## config.mk

```make
export PLATFORM = sky130hd
export DESIGN_NAME = module_setup_command_registers
export DESIGN_NICKNAME = d
export VERILOG_FILES = /design/src/design/module_setup_command_registers.v /design/src/design/inactivity_timer.v
export VERILOG_INCLUDE_DIRS = /design/src /design/src/design
export SDC_FILE = /design/constraint.sdc
export NUM_CORES = 1
export LEC_CHECK = 0
export ABC_CLOCK_PERIOD_IN_PS = 3100
export BUFFER_PORTS_ARGS = -buffer_cell sky130_fd_sc_hd__buf_2
export CORE_MARGIN = 2
export CORE_UTILIZATION = 45
export CTS_CLUSTER_DIAMETER = 80
export DETAILED_ROUTE_END_ITERATION = 10
export PLACE_DENSITY = 0.67
export SYNTH_ARGS = -nofsm -noshare
export SYNTH_HDL_FRONTEND = slang
export SYNTH_HIERARCHICAL = 1
export SYNTH_SLANG_ARGS = --single-unit
```

## constraint.sdc

```tcl
create_clock -name sys_clk -period 3.1 [get_ports sys_clk]
set_input_delay 0.62 -clock sys_clk [delete_from_list [all_inputs] [get_ports sys_clk]]
set_output_delay 0.62 -clock sys_clk [all_outputs]
set_load 0.03 [all_outputs]
```

## src/design/module_setup_defs.vh

```
// Constants for the module setup and command register bank
`ifndef MODULE_SETUP_DEFS_VH
`define MODULE_SETUP_DEFS_VH

// ==========================================
// Address map
`define MODULE_BASE_ADDR 16'h8000
`define MIRROR_BASE_ADDR 16'h0300
`define MODULE_SPAN_WORDS 7'd64
`define IDX_SETUP 6'd6
`define IDX_OUTPUTS 6'd7
`define IDX_TIMEOUT 6'd10
`define IDX_COMMAND 6'd15

// ==========================================
// Field positions and reset values
`define SETUP_REACT_BIT 0
`define SETUP_DISABLE_BIT 1
`define SETUP_MIRROR_BIT 5
`define SETUP_USED_MASK 32'h00000023
`define OUTPUTS_USED_MASK 32'h00000003
`define TIMEOUT_USED_MASK 32'h0000ffff
`define SETUP_RESET 32'h00000000
`define OUTPUTS_RESET 32'h00000000
`define TIMEOUT_RESET 16'h0000

// ==========================================
// Command codes
`define CMD_NOP 32'h00000000
`define CMD_MODULE_RESET 32'h00000001
`define CMD_MODULE_SAVE 32'h00000010
`define CMD_SYNC_RESET 32'h00000101
`define CMD_SYNC_SAVE 32'h00000110
`define CMD_MOTOR_RESET 32'h80000001
`define CMD_MOTOR_SAVE_RESET 32'h80000002
`define CMD_MOTOR_CLEAR_ERR 32'h800000e0

// ==========================================
// Timing
`define CLK_PERIOD_NS 5
`define TIMEOUT_STEP_NS 100000000
`define TIMEOUT_STEP_CYCLES (`TIMEOUT_STEP_NS / `CLK_PERIOD_NS)

`endif

```

## src/design/module_setup_command_registers.v

```verilog
// Setup, output, timeout and command registers of the expansion module
// Notes on behaviour
// - Setup bit 5 mirrors module registers at 0x300
// - Setup bit 1 set disables error reaction
// - Setup bit 0: passive or velocity zero
// - Output register bits drive output pins directly
// - Absent output pin in variant has no effect
// - Timeout value zero disables inactivity supervision
// - Timeout counts 100 ms steps, bits 0-15
// - Command register write-only, writes execute commands
// - Codes 0 nop, 1 reset, 16 save module
// - Code 257 resets motor and module together
// - Code 272 saves motor then resyncs link
// - Motor-only reset; synchronized reset preferred
// - Motor save then reset; synchronized save preferred
// - Fast command clears motor error register bits
// - Module parameters saved only by save command
// - 32-bit words as two halves, low first
`timescale 1ns/1ps
`default_nettype none
`include "module_setup_defs.vh"

module module_setup_command_registers #(
  parameter SECOND_OUTPUT_FITTED = 1,
  parameter TIMEOUT_STEP_CYCLES = `TIMEOUT_STEP_CYCLES
) (
  input wire sys_clk,
  input wire rst_n,
  input wire requestSeen,
  input wire [15:0] regAddr,
  input wire regWrite,
  input wire regRead,
  input wire [15:0] regWdata,
  input wire ethLinkError,
  output reg [15:0] regRdata,
  output reg regRvalid,
  output reg regHit,
  output reg firstOutputPin,
  output reg secondOutputPin,
  output reg motorPassiveReq,
  output reg motorVelZeroReq,
  output reg moduleResetReq,
  output reg moduleSaveReq,
  output reg motorResetReq,
  output reg motorSaveReq,
  output reg linkResyncReq,
  output reg motorErrClearReq,
  output reg [31:0] setupValue,
  output reg [15:0] timeoutValue
);

  // ==========================================
  // Address decode
  // Result is {hit, word index, upper half}
  function [7:0] decodeAddr;
    input [15:0] addr;
    input mirrorOn;
    reg [15:0] offs;
    begin
      decodeAddr = 8'h00;
      if (addr >= `MODULE_BASE_ADDR && addr < `MODULE_BASE_ADDR + {8'h00, `MODULE_SPAN_WORDS, 1'b0})
      begin
        offs = addr - `MODULE_BASE_ADDR;
        decodeAddr = {1'b1, offs[6:0]};
      end
      else if (mirrorOn && addr >= `MIRROR_BASE_ADDR
               && addr < `MIRROR_BASE_ADDR + {8'h00, `MODULE_SPAN_WORDS, 1'b0})
      begin
        offs = addr - `MIRROR_BASE_ADDR;
        decodeAddr = {1'b1, offs[6:0]};
      end
    end
  endfunction

  // ==========================================
  // Registers
  reg [31:0] setup_reg;
  reg [31:0] outputs_reg;
  reg [15:0] timeout_reg;
  reg [15:0] wrLow_reg;
  reg [15:0] rdHigh_reg;
  reg errSync1_reg;
  reg errSync2_reg;
  reg errPrev_reg;
  reg [31:0] cmd_next;
  reg cmdStrobe;
  wire [7:0] dec;
  wire hit;
  wire [5:0] idx;
  wire upper;
  wire timeoutExpired;
  wire linkErrEvent;
  wire reactEvent;
  wire [31:0] rdWord;

  assign dec = decodeAddr(regAddr, setup_reg[`SETUP_MIRROR_BIT]);
  assign hit = dec[7];
  assign idx = dec[6:1];
  assign upper = dec[0];

  // ==========================================
  // Register read value
  function [31:0] readWord;
    input [5:0] i;
    input [31:0] s;
    input [31:0] o;
    input [15:0] t;
    begin
      case (i)
        `IDX_SETUP: readWord = s;
        `IDX_OUTPUTS: readWord = o;
        `IDX_TIMEOUT: readWord = {16'h0000, t};
        // Command word is never stored, so it reads as zero
        default: readWord = 32'h00000000;
      endcase
    end
  endfunction

  assign rdWord = readWord(idx, setup_reg, outputs_reg, timeout_reg);

  // ==========================================
  // Half-word pairing and register writes
  always @(posedge sys_clk)
  begin
    if (!rst_n)
    begin
      setup_reg <= `SETUP_RESET;
      outputs_reg <= `OUTPUTS_RESET;
      timeout_reg <= `TIMEOUT_RESET;
      wrLow_reg <= 16'h0000;
      rdHigh_reg <= 16'h0000;
      regRdata <= 16'h0000;
      regRvalid <= 1'b0;
      regHit <= 1'b0;
    end
    else
    begin
      regRvalid <= 1'b0;
      regHit <= 1'b0;
      if (regWrite && hit)
      begin
        regHit <= 1'b1;
        if (!upper)
        begin
          // Low half waits until its high half arrives
          wrLow_reg <= regWdata;
        end
        else
        begin
          case (idx)
            `IDX_SETUP: setup_reg <= {regWdata, wrLow_reg} & `SETUP_USED_MASK;
            `IDX_OUTPUTS: outputs_reg <= {regWdata, wrLow_reg} & `OUTPUTS_USED_MASK;
            `IDX_TIMEOUT: timeout_reg <= wrLow_reg;
            default: timeout_reg <= timeout_reg;
          endcase
        end
      end
      else if (regRead && !regWrite)
      begin
        regRvalid <= 1'b1;
        regHit <= hit;
        if (!hit)
        begin
          regRdata <= 16'h0000;
        end
        else if (!upper)
        begin
          // Upper half is captured with the lower so the pair is coherent
          regRdata <= rdWord[15:0];
          rdHigh_reg <= rdWord[31:16];
        end
        else
        begin
          regRdata <= rdHigh_reg;
        end
      end
    end
  end

  // ==========================================
  // Command execution
  always @*
  begin
    cmd_next = {regWdata, wrLow_reg};
    cmdStrobe = regWrite && hit && upper && (idx == `IDX_COMMAND);
  end

  always @(posedge sys_clk)
  begin
    if (!rst_n)
    begin
      moduleResetReq <= 1'b0;
      moduleSaveReq <= 1'b0;
      motorResetReq <= 1'b0;
      motorSaveReq <= 1'b0;
      linkResyncReq <= 1'b0;
      motorErrClearReq <= 1'b0;
    end
    else
    begin
      moduleResetReq <= 1'b0;
      moduleSaveReq <= 1'b0;
      motorResetReq <= 1'b0;
      motorSaveReq <= 1'b0;
      linkResyncReq <= 1'b0;
      motorErrClearReq <= 1'b0;
      if (cmdStrobe)
      begin
        case (cmd_next)
          `CMD_NOP: moduleResetReq <= 1'b0;
          `CMD_MODULE_RESET: moduleResetReq <= 1'b1;
          // Flash copy changes only here, never on a register write
          `CMD_MODULE_SAVE: moduleSaveReq <= 1'b1;
          `CMD_SYNC_RESET:
          begin
            moduleResetReq <= 1'b1;
            motorResetReq <= 1'b1;
          end
          `CMD_SYNC_SAVE:
          begin
            // Motor side sequences the resync after its save completes
            motorSaveReq <= 1'b1;
            linkResyncReq <= 1'b1;
          end
          `CMD_MOTOR_RESET: motorResetReq <= 1'b1;
          `CMD_MOTOR_SAVE_RESET:
          begin
            motorSaveReq <= 1'b1;
            motorResetReq <= 1'b1;
          end
          `CMD_MOTOR_CLEAR_ERR: motorErrClearReq <= 1'b1;
          default: motorErrClearReq <= 1'b0;
        endcase
      end
    end
  end

  // ==========================================
  // Communication error reaction
  inactivity_timer #(
    .STEP_CYCLES(TIMEOUT_STEP_CYCLES)
  ) u_timer (
    .sys_clk(sys_clk),
    .rst_n(rst_n),
    .timeoutSteps(timeout_reg),
    .requestSeen(requestSeen),
    .expired(timeoutExpired)
  );

  assign linkErrEvent = errSync2_reg && !errPrev_reg;
  assign reactEvent = (linkErrEvent || timeoutExpired) && !setup_reg[`SETUP_DISABLE_BIT];

  always @(posedge sys_clk)
  begin
    if (!rst_n)
    begin
      errSync1_reg <= 1'b0;
      errSync2_reg <= 1'b0;
      errPrev_reg <= 1'b0;
      motorPassiveReq <= 1'b0;
      motorVelZeroReq <= 1'b0;
    end
    else
    begin
      // Error level comes from another domain
      errSync1_reg <= ethLinkError;
      errSync2_reg <= errSync1_reg;
      errPrev_reg <= errSync2_reg;
      motorPassiveReq <= reactEvent && !setup_reg[`SETUP_REACT_BIT];
      motorVelZeroReq <= reactEvent && setup_reg[`SETUP_REACT_BIT];
    end
  end

  // ==========================================
  // Output pins and visible settings
  always @(posedge sys_clk)
  begin
    if (!rst_n)
    begin
      firstOutputPin <= 1'b0;
      secondOutputPin <= 1'b0;
      setupValue <= `SETUP_RESET;
      timeoutValue <= `TIMEOUT_RESET;
    end
    else
    begin
      firstOutputPin <= outputs_reg[0];
      // Bit still stores and reads back, but a missing pin stays low
      secondOutputPin <= outputs_reg[1] && (SECOND_OUTPUT_FITTED != 0);
      setupValue <= setup_reg;
      timeoutValue <= timeout_reg;
    end
  end

endmodule

`default_nettype wire

```

## src/design/inactivity_timer.v

```verilog
// Request inactivity supervision counting in fixed steps
`timescale 1ns/1ps
`default_nettype none

module inactivity_timer #(
  parameter STEP_CYCLES = 20000000
) (
  input wire sys_clk,
  input wire rst_n,
  input wire [15:0] timeoutSteps,
  input wire requestSeen,
  output reg expired
);

  // ==========================================
  // Step prescaler and step counter
  reg [24:0] preReg;
  reg [15:0] stepReg;
  reg armedReg;
  wire stepDone;

  assign stepDone = (preReg == STEP_CYCLES[24:0] - 25'd1);

  always @(posedge sys_clk)
  begin
    if (!rst_n)
    begin
      preReg <= 25'd0;
      stepReg <= 16'h0000;
      armedReg <= 1'b1;
      expired <= 1'b0;
    end
    else
    begin
      expired <= 1'b0;
      if (timeoutSteps == 16'h0000 || requestSeen)
      begin
        // Zero value turns supervision off; any request restarts it
        preReg <= 25'd0;
        stepReg <= 16'h0000;
        armedReg <= 1'b1;
      end
      else if (armedReg)
      begin
        if (stepDone)
        begin
          preReg <= 25'd0;
          if (stepReg + 16'h0001 >= timeoutSteps)
          begin
            // One reaction per silence; rearmed by the next request
            expired <= 1'b1;
            armedReg <= 1'b0;
            stepReg <= 16'h0000;
          end
          else
          begin
            stepReg <= stepReg + 16'h0001;
          end
        end
        else
        begin
          preReg <= preReg + 25'd1;
        end
      end
    end
  end

endmodule

`default_nettype wire

```

==> flow_summary.toml <==
[clocking]
root_buffer = "clkbuf_16"
cts.sinks = 130
clock_latency_ns = 0.42
clk_pin_slew_ns = 0.06
clock_path_buffers = 2
cts_hold_buf = 0
htreeDepth = 4
cts_tree = "yes"
cts_buffers = 17

[critical_path]
startpoint_type = "flip-flop"
r2r_setup_slack_ns = 0.15
cpMaxStageDelayCell = "a2111oi_4"
cp-end-kind = "flip-flop"
worstSetupPathType = "flip-flop to flip-flop"
crit_family = "simple AND/OR/NAND/NOR gates"
cp.required_ns = 3.46
worst-path-buf-inv = 1
critPathArrivalTime_ns = 3.31
cp_max_fo = 5
crit_chain = "ha_4 -> and3_4 -> and3_4 -> nand4_1 -> or2_4 -> nand2_2 -> ha_4 -> nand4_1 -> inv_2 -> a2111oi_4 -> o211ai_2 -> or3_1 -> nand3_1"
cpPeakStageDelay_ns = 0.40

[place]
gp_congestion = 0.843
dp_slack_ns = -0.0398
place_hpwl_um = 9910
port_buffers = 84

[timing]
postLayoutSetupSlackWorst_ns = 0.151
finalClockSkew_ns = 0.00874
finalHoldViolCount = 0
fin_crit_sh_pct = 95.1
drv_slew = 0
slew_headroom_pct = 37.8
worstMarginPinSlew_ns = 0.933
setup_viol = 0
fmax_mhz = 339
tns_ns = 0
period_needed_ns = 2.95

[route]
viasPerCell = 5.20
ant_nets = 0
drt_iter0_markers = 263
num_vias = 4803
drc = 0
wl_per_cell_um = 15.0
postRouteWirelength_um = 13900
drt_pass1_iterations = 5

[synthesis]
syn_area_mm2 = 0.00583
ys_top_cells_by_area = "dfxtp_1, buf_4, o21ai_0, ha_1, nand2_1"
synth_top_family_by_area = "simple AND/OR/NAND/NOR gates"
synth-compound-area-share_pct = 12.2
ys_async_sr_fraction_pct = 0
synth_ff_type = "dfxtp_1"
synthCells = 647
synth_xor_area_share_pct = 4.80
seq_area_frac_synth_pct = 44.6
synth_seq_cells = 130
synthAdderAreaFrac_pct = 3.86
synth.area.mux_share_pct = 1.20
synth_top_cell_area_share_pct = 44.6
synth-simple-area-share_pct = 25.1
synth_cell_type_count = 61
yosysTopAreaCell = "dfxtp_1"
avgSynthCellArea_um2 = 9.02
synth_edf_count = 0
ys_warn_count = 6

[grt]
grt_start_max_net_pins = 45
grt_pass1_wl_um = 22600
grt_use_total_pct = 20.1
overflow = 0
antenna_found_initial = 0
grt_pass1_vias = 4566

[outcome]
outcome = "finished clean"

[finish]
final_nets = 795
areaGrowthSynthToFinish_pct = 20.3
top_register = "u_timer/preReg"
antenna_cells = 0
layout_common_cells = "dfxtp_1, buf_2, nand2_1"
largest_reg_flops = 25
fin_util_pct = 55.6
layout_commonest_cell = "dfxtp_1"
drive_above_1_share_pct = 24.1

[die]
die-area_mm2 = 0.0139
initial_core_util_pct = 46.2
die_x_um = 118
core.rowCount = 41
core_mm2 = 0.0126
design.portCount = 114
die_h_um = 118

[power_and_ir_drop]
p_per_area_mw_per_mm2 = 516
power.total_w = 0.00362
vdd_drop_max_mv = 0.354
p_leak_nw = 2.98

[flow_run]
maxCapViolCount = 0

[min_path]
worstHoldPathType = "primary input to flip-flop"
==> metrics by stage <==
stage | hold WS [ns] | std cells | cell area (µm²)
floorplan | 0.412 | 675 | 5940
CTS | 0.401 | 916 | 6840
detailed placement | 0.438 | 884 | 6300
global route | 0.409 | 924 | 7020
global placement | 0.421 | 884 | 6300
finish | 0.419 | 924 | 7020
==> cell type report <==
| cell class | instances | area (µm²) |
|---|---|---|
| clock buffer | 18 | 439 |
| clock inverter | 14 | 105 |
| fill | 1128 | 5600 |
| inverter | 29 | 109 |
| multi-input combinational | 458 | 2970 |
| sequential | 130 | 2620 |
| tap | 172 | 215 |
| timing repair buffer | 103 | 567 |
==> report_power, final <==
part,internal [W],switching (W)
Clock,0.00105,0.000783
Sequential,0.00167,0.000000758
Combinational,0.0000291,0.0000917
==> logic make-up after synthesis <==
| logic type | count (synthesis) |
|---|---|
| compound gates | 114 |
| xor+xnor | 32 |
| fa+ha+maj | 18 |
| buf+inv | 87 |
| flops | 130 |
| mux | 7 |
| other cells | 1 |
| simple gates | 258 |
==> cell usage after synthesis, types with 2 or more instances <==
library cell	number
a211oi_1	2
a21o_1	8
nor4b_1	6
o2111ai_1	2
nor3_1	7
inv_1	29
buf_4	32
and4bb_2	2
xnor2_1	15
buf_2	10
nand4b_1	3
xor2_1	17
and4_1	3
and3_1	11
o21ai_1	10
buf_6	2
a22o_1	18
nor2_1	39
o21ai_0	47
nor3b_1	3
and2_1	24
or2_2	4
nand4_1	16
or4_1	2
nor2b_1	4
a21oi_1	18
nand2_1	54
clkbuf_1	13
ha_1	18
nor4_1	11
mux2i_1	7
dfxtp_1	130
nand2b_1	12
nor2_2	6
nand3_1	32
or3_1	5
==> final timing paths <==
| check | startpoint | endpoint | cells past startpoint |
|---|---|---|---|
| worst max-delay path | u_timer/stepReg[1]$_SDFFE_PP0P_ | u_timer/stepReg[15]$_SDFFE_PP0P_ | 13 |
| worst max register to register | u_timer/stepReg[1]$_SDFFE_PP0P_ | u_timer/stepReg[15]$_SDFFE_PP0P_ | 13 |
| worst min-delay path | ethLinkError | errSync1_reg$_SDFF_PN0_ | 2 |
| worst min register to register | errSync1_reg$_SDFF_PN0_ | errSync2_reg$_SDFF_PN0_ | 1 |
==> layer usage <==
layer	wire, µm	track usage [%]	up-vias
li1	-	-	2391
met2	6340	31.1	137
met1	6630	27.5	2258
met3	717	5.47	17
met4	192	6.10	0
met5	0	0	-
==> timing repair <==
item	in CTS	in global routing
buffers inserted	0	8
pin swaps	1	17
gates resized for setup	1	29
endpoints found under the setup margin	13	18
(Power assumes the default switching activity.)
